**src/core/ttm_pkg.sv**
```systemverilog
// Shared constants and types of the transaction timer manager
package ttm_pkg;

	// Timer count; slot 5 exists but is never used
	localparam int NUM_TIMERS = 7;

	// Register byte offsets
	localparam logic [7:0] CTRL_OFS = 8'h60;
	localparam logic [7:0] ADDR_HI_OFS = 8'h64;
	localparam logic [7:0] ADDR_LO_OFS = 8'h68;
	localparam logic [7:0] ATTR_OFS = 8'h6C;
	localparam logic [7:0] IRQ_STAT_OFS = 8'h70;
	localparam logic [7:0] IRQ_MASK_OFS = 8'h74;

	// Control field positions, counted from the lsb
	localparam int DONE_TOP = 31;
	localparam int FAIL_TOP = 23;
	localparam int RETRY_TOP = 15;
	localparam int SEL_LSB = 4;
	localparam int CANCEL_BIT = 3;
	localparam int SUSPEND_BIT = 2;
	localparam int RESUME_BIT = 1;

	// Timer numbers
	localparam logic [2:0] TMR_DATA_TX = 3'h0;
	localparam logic [2:0] TMR_DATA_RX = 3'h1;
	localparam logic [2:0] TMR_ASYNC_TX = 3'h2;
	localparam logic [2:0] TMR_MGMT = 3'h3;
	localparam logic [2:0] TMR_COMMAND = 3'h4;
	localparam logic [2:0] TMR_UNUSED = 3'h5;
	localparam logic [2:0] TMR_AUTO_RESP = 3'h6;

	// Speed codes
	localparam logic [1:0] SPD_100 = 2'h0;
	localparam logic [1:0] SPD_200 = 2'h1;
	localparam logic [1:0] SPD_400 = 2'h2;

	// Completion status codes of response entries
	localparam logic [3:0] ST_OK = 4'h0;
	localparam logic [3:0] ST_ACK_ERR = 4'h2;
	localparam logic [3:0] ST_RETRY_LIMIT = 4'h7;
	localparam logic [3:0] ST_RCODE_ERR = 4'hA;
	localparam logic [3:0] ST_SPLIT_TIMEOUT = 4'hB;

	// Timing
	localparam int CLK_PERIOD_NS = 5;
	localparam int SPLIT_TIME_NS = 100000;
	localparam int SPLIT_CYCLES_DEF = SPLIT_TIME_NS / CLK_PERIOD_NS;
	localparam logic [3:0] RETRY_LIMIT_DEF = 4'h3;
	localparam logic [15:0] SPLIT_VIEW_MAX = 16'h3FFF;

	// Bus answers
	localparam logic [1:0] AXI_OKAY = 2'h0;
	localparam logic [1:0] AXI_SLVERR = 2'h2;

	typedef enum logic [2:0] {T_IDLE, T_SEND, T_WAIT_ACK, T_SPLIT, T_HELD} timer_state_type;
	typedef enum logic [2:0] {
		EV_ACK_DONE, EV_ACK_BUSY, EV_ACK_PEND, EV_ACK_ERR, EV_RESP_OK, EV_RESP_ERR, EV_BUS_RESET
	} event_kind_type;

	typedef struct packed {
		logic [15:0] dest_id;
		logic [15:0] off_hi;
		logic [31:0] off_lo;
		logic [3:0] tcode;
		logic [1:0] spd;
		logic [5:0] tlabel;
	} header_type;

	typedef struct packed {logic valid; logic [2:0] timer; header_type hdr;} tx_request_type;
	typedef struct packed {logic valid; logic [2:0] timer; event_kind_type kind;} link_event_type;
	typedef struct packed {logic valid; logic [2:0] timer; header_type hdr;} send_type;
	typedef struct packed {logic valid; logic [2:0] timer; logic [3:0] status; logic dummy;} resp_entry_type;

	typedef struct packed {
		timer_state_type fsm;
		logic failed;
		logic [3:0] retries;
		logic [15:0] split;
		header_type hdr;
	} slot_type;

	typedef struct packed {
		slot_type [NUM_TIMERS-1:0] slots;
		logic [2:0] sel;
		logic [NUM_TIMERS-1:0] irq_stat;
		logic [NUM_TIMERS-1:0] irq_mask;
		logic irq;
		send_type send;
		resp_entry_type resp;
		logic aw_got;
		logic [7:0] aw_addr;
		logic w_got;
		logic [31:0] wdata;
		logic [3:0] wstrb;
		logic awready;
		logic wready;
		logic bvalid;
		logic [1:0] bresp;
		logic arready;
		logic rvalid;
		logic [31:0] rdata;
		logic [1:0] rresp;
	} state_type;

endpackage

```
**src/core/transaction_timer_manager.sv**
```systemverilog
// Transaction timer manager: per-queue timers, selected-timer view, AXI4-Lite registers
//
// The AXI4-Lite slave port was left to the implementer.
`timescale 1ns/100ps
`default_nettype none
// Function
// - Every queue's transaction runs under own timer
// - Done flag low while transaction runs
// - Fail flag marks last transaction ended badly
// - Each completed request writes response entry
// - Retry exhaustion or split timeout writes substitute
// - Aborted or bus-reset transactions write nothing
// - Retry flag set while transmitting or retrying
// - Retry clear, not done, means split wait
// - Timer select picks timer for status view
// - Timer numbers fixed; number five unused
// - Status shows address, code, speed, label, counters
// - Cancel bit aborts the selected transaction
// - Suspend bit holds the selected transaction unless it is in split wait
// - Resume bit restarts a held transaction
// - Speed codes 100, 200, 400 Mbps
module transaction_timer_manager #(
	parameter int SPLIT_CYCLES = ttm_pkg::SPLIT_CYCLES_DEF,
	parameter logic [3:0] RETRY_LIMIT = ttm_pkg::RETRY_LIMIT_DEF
) (
	input wire logic clk_sys,
	input wire logic arst_n,
	input wire logic [7:0] awaddr,
	input wire logic awvalid,
	output logic awready,
	input wire logic [31:0] wdata,
	input wire logic [3:0] wstrb,
	input wire logic wvalid,
	output logic wready,
	output logic [1:0] bresp,
	output logic bvalid,
	input wire logic bready,
	input wire logic [7:0] araddr,
	input wire logic arvalid,
	output logic arready,
	output logic [31:0] rdata,
	output logic [1:0] rresp,
	output logic rvalid,
	input wire logic rready,
	input wire ttm_pkg::tx_request_type tx_req,
	input wire ttm_pkg::link_event_type link_evt,
	output ttm_pkg::send_type send,
	output ttm_pkg::resp_entry_type resp,
	output logic irq
);

	localparam int NT = ttm_pkg::NUM_TIMERS;

	logic [1:0] rst_sync_reg; // Reset release synchroniser
	logic rst_n; // Synchronised reset
	ttm_pkg::state_type st_reg; // All block state
	ttm_pkg::state_type st_next; // Next value of state
	logic resp_busy; // Response port already taken this cycle
	logic send_busy; // Send port already taken this cycle
	logic [2:0] t; // Timer named by the link event
	logic [2:0] ws; // Timer named by a control write
	logic do_write; // Both write halves present
	logic [NT-1:0] cancel_hit; // Abort request per timer
	logic [NT-1:0] suspend_hit; // Hold request per timer
	logic [NT-1:0] resume_hit; // Release request per timer
	logic [NT-1:0] retry_flag; // Transmitting or retrying
	logic [31:0] rd; // Read data being assembled
	ttm_pkg::slot_type view; // Slot picked by the select field

	// Ends a transaction, leaving the fail flag as given
	function automatic ttm_pkg::slot_type finish(ttm_pkg::slot_type s, logic f);
		s.fsm = ttm_pkg::T_IDLE;
		s.failed = f;
		return s;
	endfunction

	// Builds one response entry
	function automatic ttm_pkg::resp_entry_type entry(logic [2:0] tm, logic [3:0] code, logic d);
		ttm_pkg::resp_entry_type e;
		e.valid = 1'h1;
		e.timer = tm;
		e.status = code;
		e.dummy = d;
		return e;
	endfunction

	// Reset release through two flops; assertion stays asynchronous
	always_ff @(posedge clk_sys or negedge arst_n) begin
		if (!arst_n) begin
			rst_sync_reg <= 2'h0;
		end else begin
			rst_sync_reg <= {rst_sync_reg[0], 1'h1};
		end
	end
	assign rst_n = rst_sync_reg[1];

	// Next-state logic of bus slave, timers and interrupt
	always_comb begin
		st_next = st_reg;
		resp_busy = 1'h0;
		send_busy = 1'h0;
		t = link_evt.timer;
		ws = st_reg.wdata[ttm_pkg::SEL_LSB +: 3];
		rd = 32'h0000_0000;
		cancel_hit = '0;
		suspend_hit = '0;
		resume_hit = '0;
		st_next.send.valid = 1'h0;
		st_next.resp = '0;
		view = (st_reg.sel < 3'(NT)) ? st_reg.slots[st_reg.sel] : '0;
		// Retry flag covers the whole transmit phase, so split wait is the only busy state without it
		for (int i = 0; i < NT; i++) begin
			retry_flag[i] = st_reg.slots[i].fsm inside {ttm_pkg::T_SEND, ttm_pkg::T_WAIT_ACK,
				ttm_pkg::T_HELD};
		end

		// Write channel: address and data may come in either order
		do_write = st_reg.aw_got && st_reg.w_got && !st_reg.bvalid;
		if (awvalid && st_reg.awready) begin
			st_next.aw_got = 1'h1;
			st_next.aw_addr = awaddr;
		end
		if (wvalid && st_reg.wready) begin
			st_next.w_got = 1'h1;
			st_next.wdata = wdata;
			st_next.wstrb = wstrb;
		end
		if (bready && st_reg.bvalid) begin
			st_next.bvalid = 1'h0;
		end
		if (do_write) begin
			st_next.aw_got = 1'h0;
			st_next.w_got = 1'h0;
			st_next.bvalid = 1'h1;
			st_next.bresp = ttm_pkg::AXI_OKAY;
			case (st_reg.aw_addr)
				ttm_pkg::CTRL_OFS: begin
					// Select and action bits all sit in byte lane 0
					if (st_reg.wstrb[0]) begin
						st_next.sel = ws;
						// Action bits act on the timer named in the same write
						if (ws < 3'(NT) && ws != ttm_pkg::TMR_UNUSED) begin
							cancel_hit[ws] = st_reg.wdata[ttm_pkg::CANCEL_BIT];
							suspend_hit[ws] = st_reg.wdata[ttm_pkg::SUSPEND_BIT];
							resume_hit[ws] = st_reg.wdata[ttm_pkg::RESUME_BIT];
						end
					end
				end
				ttm_pkg::IRQ_MASK_OFS: begin
					if (st_reg.wstrb[0]) begin
						st_next.irq_mask = st_reg.wdata[NT-1:0];
					end
				end
				ttm_pkg::ADDR_HI_OFS, ttm_pkg::ADDR_LO_OFS, ttm_pkg::ATTR_OFS,
				ttm_pkg::IRQ_STAT_OFS: begin
					// Read-only words ignore writes
				end
				default: begin
					st_next.bresp = ttm_pkg::AXI_SLVERR;
				end
			endcase
		end

		// Read channel
		if (rready && st_reg.rvalid) begin
			st_next.rvalid = 1'h0;
		end
		if (arvalid && st_reg.arready) begin
			st_next.rvalid = 1'h1;
			st_next.rresp = ttm_pkg::AXI_OKAY;
			case (araddr)
				ttm_pkg::CTRL_OFS: begin
					// Timer i sits at msb-first bit i of each flag group; action bits read zero
					for (int i = 0; i < NT; i++) begin
						if (i != int'(ttm_pkg::TMR_UNUSED)) begin
							rd[ttm_pkg::DONE_TOP-i] = st_reg.slots[i].fsm == ttm_pkg::T_IDLE;
							rd[ttm_pkg::FAIL_TOP-i] = st_reg.slots[i].failed;
							rd[ttm_pkg::RETRY_TOP-i] = retry_flag[i];
						end
					end
					rd[ttm_pkg::SEL_LSB +: 3] = st_reg.sel;
				end
				ttm_pkg::ADDR_HI_OFS: begin
					rd = {view.hdr.dest_id, view.hdr.off_hi};
				end
				ttm_pkg::ADDR_LO_OFS: begin
					rd = view.hdr.off_lo;
				end
				ttm_pkg::ATTR_OFS: begin
					// Split count saturates in the 14-bit view field
					rd = {view.hdr.tcode, 1'h0, view.hdr.spd, 1'h0, view.hdr.tlabel, view.retries,
						(view.split > ttm_pkg::SPLIT_VIEW_MAX) ? ttm_pkg::SPLIT_VIEW_MAX[13:0] :
						view.split[13:0]};
				end
				ttm_pkg::IRQ_STAT_OFS: begin
					rd[NT-1:0] = st_reg.irq_stat;
					st_next.irq_stat = '0;
				end
				ttm_pkg::IRQ_MASK_OFS: begin
					rd[NT-1:0] = st_reg.irq_mask;
				end
				default: begin
					st_next.rresp = ttm_pkg::AXI_SLVERR;
				end
			endcase
			st_next.rdata = rd;
		end

		// Link answers; a bus reset silently drops every transaction
		if (link_evt.valid && link_evt.kind == ttm_pkg::EV_BUS_RESET) begin
			for (int i = 0; i < NT; i++) begin
				st_next.slots[i].fsm = ttm_pkg::T_IDLE;
			end
		end else if (link_evt.valid && t < 3'(NT)) begin
			// Answers for a timer not waiting on them are stale and dropped
			unique case (link_evt.kind)
				ttm_pkg::EV_ACK_DONE: begin
					if (st_reg.slots[t].fsm == ttm_pkg::T_WAIT_ACK) begin
						st_next.slots[t] = finish(st_next.slots[t], 1'h0);
						st_next.resp = entry(t, ttm_pkg::ST_OK, 1'h0);
						resp_busy = 1'h1;
					end
				end
				ttm_pkg::EV_ACK_BUSY: begin
					if (st_reg.slots[t].fsm == ttm_pkg::T_WAIT_ACK) begin
						if (st_reg.slots[t].retries == RETRY_LIMIT) begin
							st_next.slots[t] = finish(st_next.slots[t], 1'h1);
							st_next.resp = entry(t, ttm_pkg::ST_RETRY_LIMIT, 1'h1);
							resp_busy = 1'h1;
						end else begin
							st_next.slots[t].retries = st_reg.slots[t].retries + 4'h1;
							st_next.slots[t].fsm = ttm_pkg::T_SEND;
						end
					end
				end
				ttm_pkg::EV_ACK_PEND: begin
					if (st_reg.slots[t].fsm == ttm_pkg::T_WAIT_ACK) begin
						st_next.slots[t].fsm = ttm_pkg::T_SPLIT;
						st_next.slots[t].split = 16'h0000;
					end
				end
				ttm_pkg::EV_ACK_ERR: begin
					if (st_reg.slots[t].fsm == ttm_pkg::T_WAIT_ACK) begin
						st_next.slots[t] = finish(st_next.slots[t], 1'h1);
						st_next.resp = entry(t, ttm_pkg::ST_ACK_ERR, 1'h0);
						resp_busy = 1'h1;
					end
				end
				ttm_pkg::EV_RESP_OK: begin
					if (st_reg.slots[t].fsm == ttm_pkg::T_SPLIT) begin
						st_next.slots[t] = finish(st_next.slots[t], 1'h0);
						st_next.resp = entry(t, ttm_pkg::ST_OK, 1'h0);
						resp_busy = 1'h1;
					end
				end
				ttm_pkg::EV_RESP_ERR: begin
					if (st_reg.slots[t].fsm == ttm_pkg::T_SPLIT) begin
						st_next.slots[t] = finish(st_next.slots[t], 1'h1);
						st_next.resp = entry(t, ttm_pkg::ST_RCODE_ERR, 1'h0);
						resp_busy = 1'h1;
					end
				end
				default: begin
					// Unassigned kind code
				end
			endcase
		end

		// Host actions, then timeouts, sends and new starts, per timer
		for (int i = 0; i < NT; i++) begin
			if (cancel_hit[i]) begin
				st_next.slots[i].fsm = ttm_pkg::T_IDLE;
			end else if (suspend_hit[i] && st_next.slots[i].fsm inside {ttm_pkg::T_SEND,
				ttm_pkg::T_WAIT_ACK}) begin
				st_next.slots[i].fsm = ttm_pkg::T_HELD;
			end else if (resume_hit[i] && st_next.slots[i].fsm == ttm_pkg::T_HELD) begin
				st_next.slots[i].fsm = ttm_pkg::T_SEND;
			end
			// Split timer; a timeout that loses the response port waits a cycle at the limit
			if (st_reg.slots[i].fsm == ttm_pkg::T_SPLIT && st_next.slots[i].fsm == ttm_pkg::T_SPLIT) begin
				if (st_reg.slots[i].split < 16'(SPLIT_CYCLES)) begin
					st_next.slots[i].split = st_reg.slots[i].split + 16'h0001;
				end else if (!resp_busy) begin
					st_next.slots[i] = finish(st_next.slots[i], 1'h1);
					st_next.resp = entry(3'(i), ttm_pkg::ST_SPLIT_TIMEOUT, 1'h1);
					resp_busy = 1'h1;
				end
			end
			// Lowest timer number wins the link
			if (st_next.slots[i].fsm == ttm_pkg::T_SEND && st_reg.slots[i].fsm == ttm_pkg::T_SEND
				&& !send_busy) begin
				st_next.slots[i].fsm = ttm_pkg::T_WAIT_ACK;
				st_next.send.valid = 1'h1;
				st_next.send.timer = 3'(i);
				st_next.send.hdr = st_reg.slots[i].hdr;
				send_busy = 1'h1;
			end
			// A queued packet starts only on an idle, numbered timer
			if (tx_req.valid && tx_req.timer == 3'(i) && i != int'(ttm_pkg::TMR_UNUSED)
				&& st_reg.slots[i].fsm == ttm_pkg::T_IDLE) begin
				st_next.slots[i].fsm = ttm_pkg::T_SEND;
				st_next.slots[i].failed = 1'h0;
				st_next.slots[i].retries = 4'h0;
				st_next.slots[i].split = 16'h0000;
				st_next.slots[i].hdr = tx_req.hdr;
			end
			// Sticky end event; it wins over a clearing read in the same cycle
			if (st_reg.slots[i].fsm != ttm_pkg::T_IDLE && st_next.slots[i].fsm == ttm_pkg::T_IDLE) begin
				st_next.irq_stat[i] = 1'h1;
			end
		end

		st_next.awready = !st_next.aw_got && !st_next.bvalid;
		st_next.wready = !st_next.w_got && !st_next.bvalid;
		st_next.arready = !st_next.rvalid;
		st_next.irq = |(st_next.irq_stat & st_next.irq_mask);
	end

	// State register; everything idles after reset
	always_ff @(posedge clk_sys or negedge rst_n) begin
		if (!rst_n) begin
			st_reg <= '0;
		end else begin
			st_reg <= st_next;
		end
	end

	assign awready = st_reg.awready;
	assign wready = st_reg.wready;
	assign bvalid = st_reg.bvalid;
	assign bresp = st_reg.bresp;
	assign arready = st_reg.arready;
	assign rvalid = st_reg.rvalid;
	assign rdata = st_reg.rdata;
	assign rresp = st_reg.rresp;
	assign send = st_reg.send;
	assign resp = st_reg.resp;
	assign irq = st_reg.irq;
endmodule
`default_nettype wire

```
**config.mk**
```make
export PLATFORM = sky130hd
export DESIGN_NAME = transaction_timer_manager
export DESIGN_NICKNAME = d
export VERILOG_FILES = /design/src/core/ttm_pkg.sv /design/src/core/transaction_timer_manager.sv
export SDC_FILE = /design/constraint.sdc
export NUM_CORES = 2
export LEC_CHECK = 0
export BUFFER_PORTS_ARGS = -buffer_cell sky130_fd_sc_hd__buf_4
export CAP_MARGIN = 20
export CELL_PAD_IN_SITES_DETAIL_PLACEMENT = 0
export CELL_PAD_IN_SITES_GLOBAL_PLACEMENT = 2
export CORE_AREA = 2 2 442 444
export CTS_CLUSTER_SIZE = 30
export DETAILED_ROUTE_END_ITERATION = 12
export DIE_AREA = 0 0 444 446
export PLACE_DENSITY = 0.76
export REMOVE_ABC_BUFFERS = 1
export SYNTH_ARGS = -nofsm -noshare
export SYNTH_HDL_FRONTEND = slang
export SYNTH_SLANG_ARGS = --single-unit
```
**constraint.sdc**
```tcl
create_clock -name clk_sys -period 59.7 [get_ports clk_sys]
set_input_delay 8.955 -clock clk_sys [delete_from_list [all_inputs] [get_ports clk_sys]]
set_output_delay 8.955 -clock clk_sys [all_outputs]
set_load 0.01 [all_outputs]
```
# Word level (Yosys, flattened, before mapping)
# Cells that the tools add are included.
# Widths: inputs -> output; s select.
dict set report totals {
  latchBits 0
  mem_bits_ro 0
  memories 0
  wordCells 560
  mem_bits_rw 0
  regBits 896
}
dict set report classes {
  n_shift 0
  mux 224
  div_mod_pow 0
  n_reduce_logical 120
  magnitude_cmp 16
  add_sub_neg 8
  eq_ne 88
  mul 0
  bitwise 4
}
# cell count
set op_table {}
lappend op_table {{$mux 700} 8}
lappend op_table {{$bwmux 700} 6}
lappend op_table {{$pmux 700 s6} 1}
lappend op_table {{$mux 100} 23}
lappend op_table {{$demux 100 s3} 4}
lappend op_table {{$mux 97} 7}
lappend op_table {{$bmux 100 s3} 2}
lappend op_table {{$mux 80} 7}
lappend op_table {{$mux 76} 7}
lappend op_table {{$mux 96} 3}
lappend op_table {{$mux 9} 30}
lappend op_table {{$mux 7} 17}
lappend op_table {{$add 16x1->16 const B} 7}
lappend op_table {{$lt 16x15->1 const B} 7}
lappend op_table {{$mux 16} 7}
lappend op_table {{$mux 3} 36}
lappend op_table {{$eq 3x2->1 const B} 33}
lappend op_table {{$eq 8x7->1 const B} 12}
lappend op_table {{$mux 92} 1}
lappend op_table {{$eq 3x1->1 const B} 23}
lappend op_table {{$logic_and 1x1->1} 67}
lappend op_table {{$pmux 5 s4} 3}
lappend op_table {{$mux 8} 7}
lappend op_table {{$eq 3x3->1 const B} 18}
lappend op_table {{other kinds (30)} 124}

# Depth between registers and ports, before layout
dict set report logic_depth {
  depth_word 47
  ltp_mapped 23
  mapped_depth_nobuf 14
}

# Worst setup path before layout
# Ideal clock, no wire load.
dict set report synth_timing {
  kind {in2reg}
  startpoint {input link_evt[3] (netlist bit)}
  endpoint {register st_reg, in the netlist send[44]}
  t_required_ns 59.614
  n_path_buf 8
  slack_ns 46.621
  arrival_ns 12.993
  path_stages 22
  setup_ns 0.086
  path_cell_list {buf_4 -> buf_6 -> buf_2 -> buf_2 -> nor3b_1 -> a22oi_1 -> o221ai_1 -> a221o_1 -> ha_1 -> and2_1 -> o2111ai_1 -> and3_1 -> buf_6 -> a32oi_1 -> mux2_4 -> and3_1 -> buf_2 -> nor3_4 -> buf_6 -> buf_4 -> o211ai_1 -> a32oi_1}
}
dict set report synth_via {
  elab_chain_cells 40
}
# element line
set synth_lines {}
lappend synth_lines {{start, declared} transaction_timer_manager.sv:46} ;# input wire ttm_pkg::link_event_type link_evt,
lappend synth_lines {{$lt 3x4->1 (implied by the code) / $ge 3x1->1 (equally long branches)} -}
lappend synth_lines {{$logic_and 1x1->1 (implied by the code)} -}
lappend synth_lines {{$mux 100 (on tied branches)} -}
lappend synth_lines {{$demux 100 s3 (on tied branches)} -}
lappend synth_lines {{$bwmux 700 (on tied branches)} -}
lappend synth_lines {{$bwmux 700 / $mux 700 (equally long branches)} {transaction_timer_manager.sv:239, transaction_timer_manager.sv:226}}
lappend synth_lines {{$mux 700 (on tied branches)} {transaction_timer_manager.sv:237, transaction_timer_manager.sv:225}}
lappend synth_lines {{$pmux 700 s6} transaction_timer_manager.sv:216} ;# unique case (link_evt.kind)
lappend synth_lines {{(+24 left out)} -}
lappend synth_lines {{$logic_and 1x1->1} transaction_timer_manager.sv:291} ;# && !send_busy) begin
lappend synth_lines {{$mux 1} transaction_timer_manager.sv:290} ;# if (st_next.slots[i].fsm == ttm_pkg::T_SEND && st_reg.slots[i].fsm == ttm_pkg::T_SEND
lappend synth_lines {{$logic_not 1->1} transaction_timer_manager.sv:291}
lappend synth_lines {{$logic_and 1x1->1} transaction_timer_manager.sv:291}
lappend synth_lines {{$mux 1} transaction_timer_manager.sv:290}
lappend synth_lines {{$logic_not 1->1} transaction_timer_manager.sv:291}
lappend synth_lines {{$logic_and 1x1->1} transaction_timer_manager.sv:291}
lappend synth_lines {{$reduce_bool 7->1 (no source line) / $mux 80 (equally long branches)} -}
lappend synth_lines {{end signal, assigned} transaction_timer_manager.sv:324} ;# st_reg <= st_next;
lappend synth_lines {{end, declared} transaction_timer_manager.sv:56} ;# ttm_pkg::state_type st_reg;
# Several ways; a longest one is shown, not always the timed one. The select of a mux whose other input is x is not followed.
# A chain may end at the register's enable or synchronous reset.

# Worst setup path in the final report
# Ends and elaborated chain as after synthesis.

==> results.py <==
metrics = {
    "cts": {
        "cts_tree": "built",
        "cts_resized": 0,
        "path_clk_slew_ns": 0.06,
        "cts_root_buf": "clkbuf_16",
        "holdBufCountCts": 0,
        "cts_buffer_depth": 3,
        "clk-insertion-delay-late_ns": 0.81,
        "cts_buffers": 110,
        "cts_max_level": 3,
        "tritoncts_num_sinks": 864,
        "cts_setup_buffers": 0,
    },
    "sta": {
        "hold_violations": 0,
        "max-slew-margin-rel": 0.138,
        "worst_pin_slew_ns": 1.29,
        "setup_viol": 0,
        "rsz0062_at_grt": "false",
        "worst_clock_skew_ns": 0.0734,
        "tns_ns": 0,
        "fin_crit_sh": 0.274,
        "finalCriticalPeriod_ns": 16.36,
        "maxSlewViolCount": 0,
        "max_freq_mhz": 61.1,
    },
    "synthesis": {
        "async_flop_share": 1.00,
        "syn_area_mm2": 0.0576,
        "synthFlopType": "dfrtp_1",
        "yosys-top-cells-area": "dfrtp_1 (38%), a22oi_1 (11%), o21ai_0 (6.3%)",
        "yosysMostFrequentCell": "dfrtp_1",
        "ys_seq_area_frac": 0.375,
        "synth_top_cell_area_share": 0.375,
        "syn_inst": 6572,
        "yosys.area.top_type": "dfrtp_1",
        "yosysUniqueCellTypes": 97,
        "synth.yosys.warnings": 0,
        "synth_edf_count": 0,
        "postSynthAreaPerCell_um2": 8.77,
        "synth-seq-cells": 864,
        "synth_top_cells_by_count": "dfrtp_1 (864), a22oi_1 (838), o21ai_0 (726)",
    },
    "cells_and_area": {
        "largest_reg_flops": 734,
        "fillers": 19900,
        "drive_gt1_frac": 0.145,
        "multi_input_area_mm2": 0.0324,
        "nets": 6400,
        "register_area_mm2": 0.0216,
        "area_growth_pct": 11.7,
        "postLayoutCoreUtil": 0.333,
    },
    "grt": {
        "antenna_found_initial": 33,
        "grt_max_degree": 137,
        "grt_pass1_vias": 57500,
        "grt_pass1_wl_um": 446000,
        "grt.total_usage": 0.309,
        "grt_overflow": 0,
    },
    "route": {
        "drc": 0,
        "num_vias": 61000,
        "routedWlPerCell_um": 35.8,
        "drtAntennaViolNets": 0,
        "drt-pass1-iter-count": 8,
        "drt_iter0_drc": 10100,
        "post_drt_via_cell_ratio": 6.84,
        "wl_um": 319000,
    },
    "power": {
        "switching_share": 0.424,
        "power.leakage_uw": 0.0243,
        "power_frac_clock": 0.259,
        "seq_power_share": 0.399,
        "p_per_area_mw_per_mm2": 42.5,
        "combPwrFrac": 0.342,
        "p_sw_uw": 1160,
        "p_int_uw": 1580,
        "ir_worst_vdd_mv": 0.0256,
    },
    "place": {
        "dpl.hpwl_um": 181000,
        "io_buffers": 246,
        "gp_congestion": 0.960,
    },
    "die": {
        "core.rowCount": 162,
        "io_pins": 277,
        "dieArea_mm2": 0.198,
        "core_region_area_mm2": 0.194,
        "die_x_um": 444,
        "initial_core_util": 0.298,
        "die_height_um": 446,
    },
    "worst_setup_path": {
        "cp_data_arrival_time_ns": 17.05,
        "worstSetupStartpoint": "link_evt[3]",
        "worstSetupPathType": "in2reg",
        "start_kind": "input pin",
        "slowest_delay_ns": 0.98,
        "slowest_stage": "buf_4",
        "cpMostUsedCell": "buf_4",
        "cp-end-kind": "flip-flop",
        "path_max_fanout": 101,
        "reg2reg_from": "st_reg[692]",
        "required_ns": 60.39,
        "path_cells": "buf_8, buf_4, buf_12, inv_4, nand3_4, buf_4, a21oi_1, a31oi_1, nand4b_1, o21ai_0, and3b_4, buf_4, nor3_4, buf_4, buf_4, o211ai_1, a32oi_1",
    },
    "hold_path": {
        "hold_start": "rst_sync_reg[0]",
        "min_path_type": "reg2reg",
    },
    "flow_run": {
        "cap_violations": 0,
    },
    "outcome": {
        "status": "complete, no violations",
    },
}
[critical path, delay by kind of cell]
kind | cells | cell delay [ns]
AOI/OAI and AO/OA | 5 | 1.46
buffers and inverters | 8 | 5.17
and+or+nand+nor | 4 | 0.95
[final timing paths]
kind | slack (ns) | depth (start not counted) | to
max | 43.34 | 17 | send[44]
min | 0.35 | 0 | rst_sync_reg[1]
max reg2reg | 53.08 | 12 | send[0]
min reg2reg | 0.35 | 0 | rst_sync_reg[1]
max in group asynchronous | 51.64 | 1 | rst_sync_reg[1]
min in group asynchronous | 0.36 | 0 | st_reg[529]
[stage by stage]
step | worst slack (ns) | cells | area, um^2 | power (uW) | hold WS [ns]
after floorplan | 33.83 | 5717 | 53800 | 1560 | 0.331
after global placement | 43.07 | 8672 | 60600 | 1970 | 0.335
after detailed placement | 43.03 | 8674 | 60600 | 1990 | 0.339
after CTS | 43.84 | 8878 | 64300 | 2700 | 0.352
after global routing | 43.56 | 8898 | 64400 | 2850 | 0.356
final | 43.34 | 8905 | 64400 | 2740 | 0.349
[cell type report]
type / instances / share of cell area
Tap cell: 2542 / 0.0494
Multi-Input combinational cell: 4820 / 0.503
Clock inverter: 39 / 0.00826
Sequential cell: 864 / 0.336
Inverter: 33 / 0.00200
Timing Repair Buffer: 417 / 0.0503
Antenna cell: 25 / 0.000971
Clock buffer: 165 / 0.0497
[power groups by stage]
stage	combinational [uW]	clock [uW]	sequential, uW
after floorplan	560	0	1000
after global placement	898	0	1070
after detailed placement	910	0	1080
after CTS	914	715	1070
after global routing	999	737	1110
final	937	711	1090
[placed cells by master (no fill, tap or decap), types with 74 or more instances in the layout]
cell type and count:
a21oi_1 380, a221oi_1 74, a22oi_1 838, a32oi_1 78
buf_4 404, clkbuf_16 111, dfrtp_1 860, mux2_2 108
mux2i_1 156, mux4_2 123, nand2_1 518, nand3_1 162
nor2_1 400, nor3_1 125, o211ai_1 183, o21ai_0 725
o22ai_1 133, o2bb2ai_1 76
[metal layers]
| metal | up-vias | part of all wire | GRT usage |
|---|---|---|---|
| met5 | - | 0.00065 | 0.00195 |
| met4 | 18 | 0.077 | 0.213 |
| met3 | 1157 | 0.12 | 0.0907 |
| met2 | 4807 | 0.42 | 0.445 |
| met1 | 30500 | 0.38 | 0.396 |
| li1 | 24500 | - | - |
[cell families after synthesis]
logic type | synth area share
compound gates | 0.325
xor+xnor | 0.00593
fa+ha+maj | 0.00174
buf+inv | 0.0691
flops | 0.375
mux | 0.0969
other cells | 0.000130
simple gates | 0.126
(Power assumes the default switching activity.)
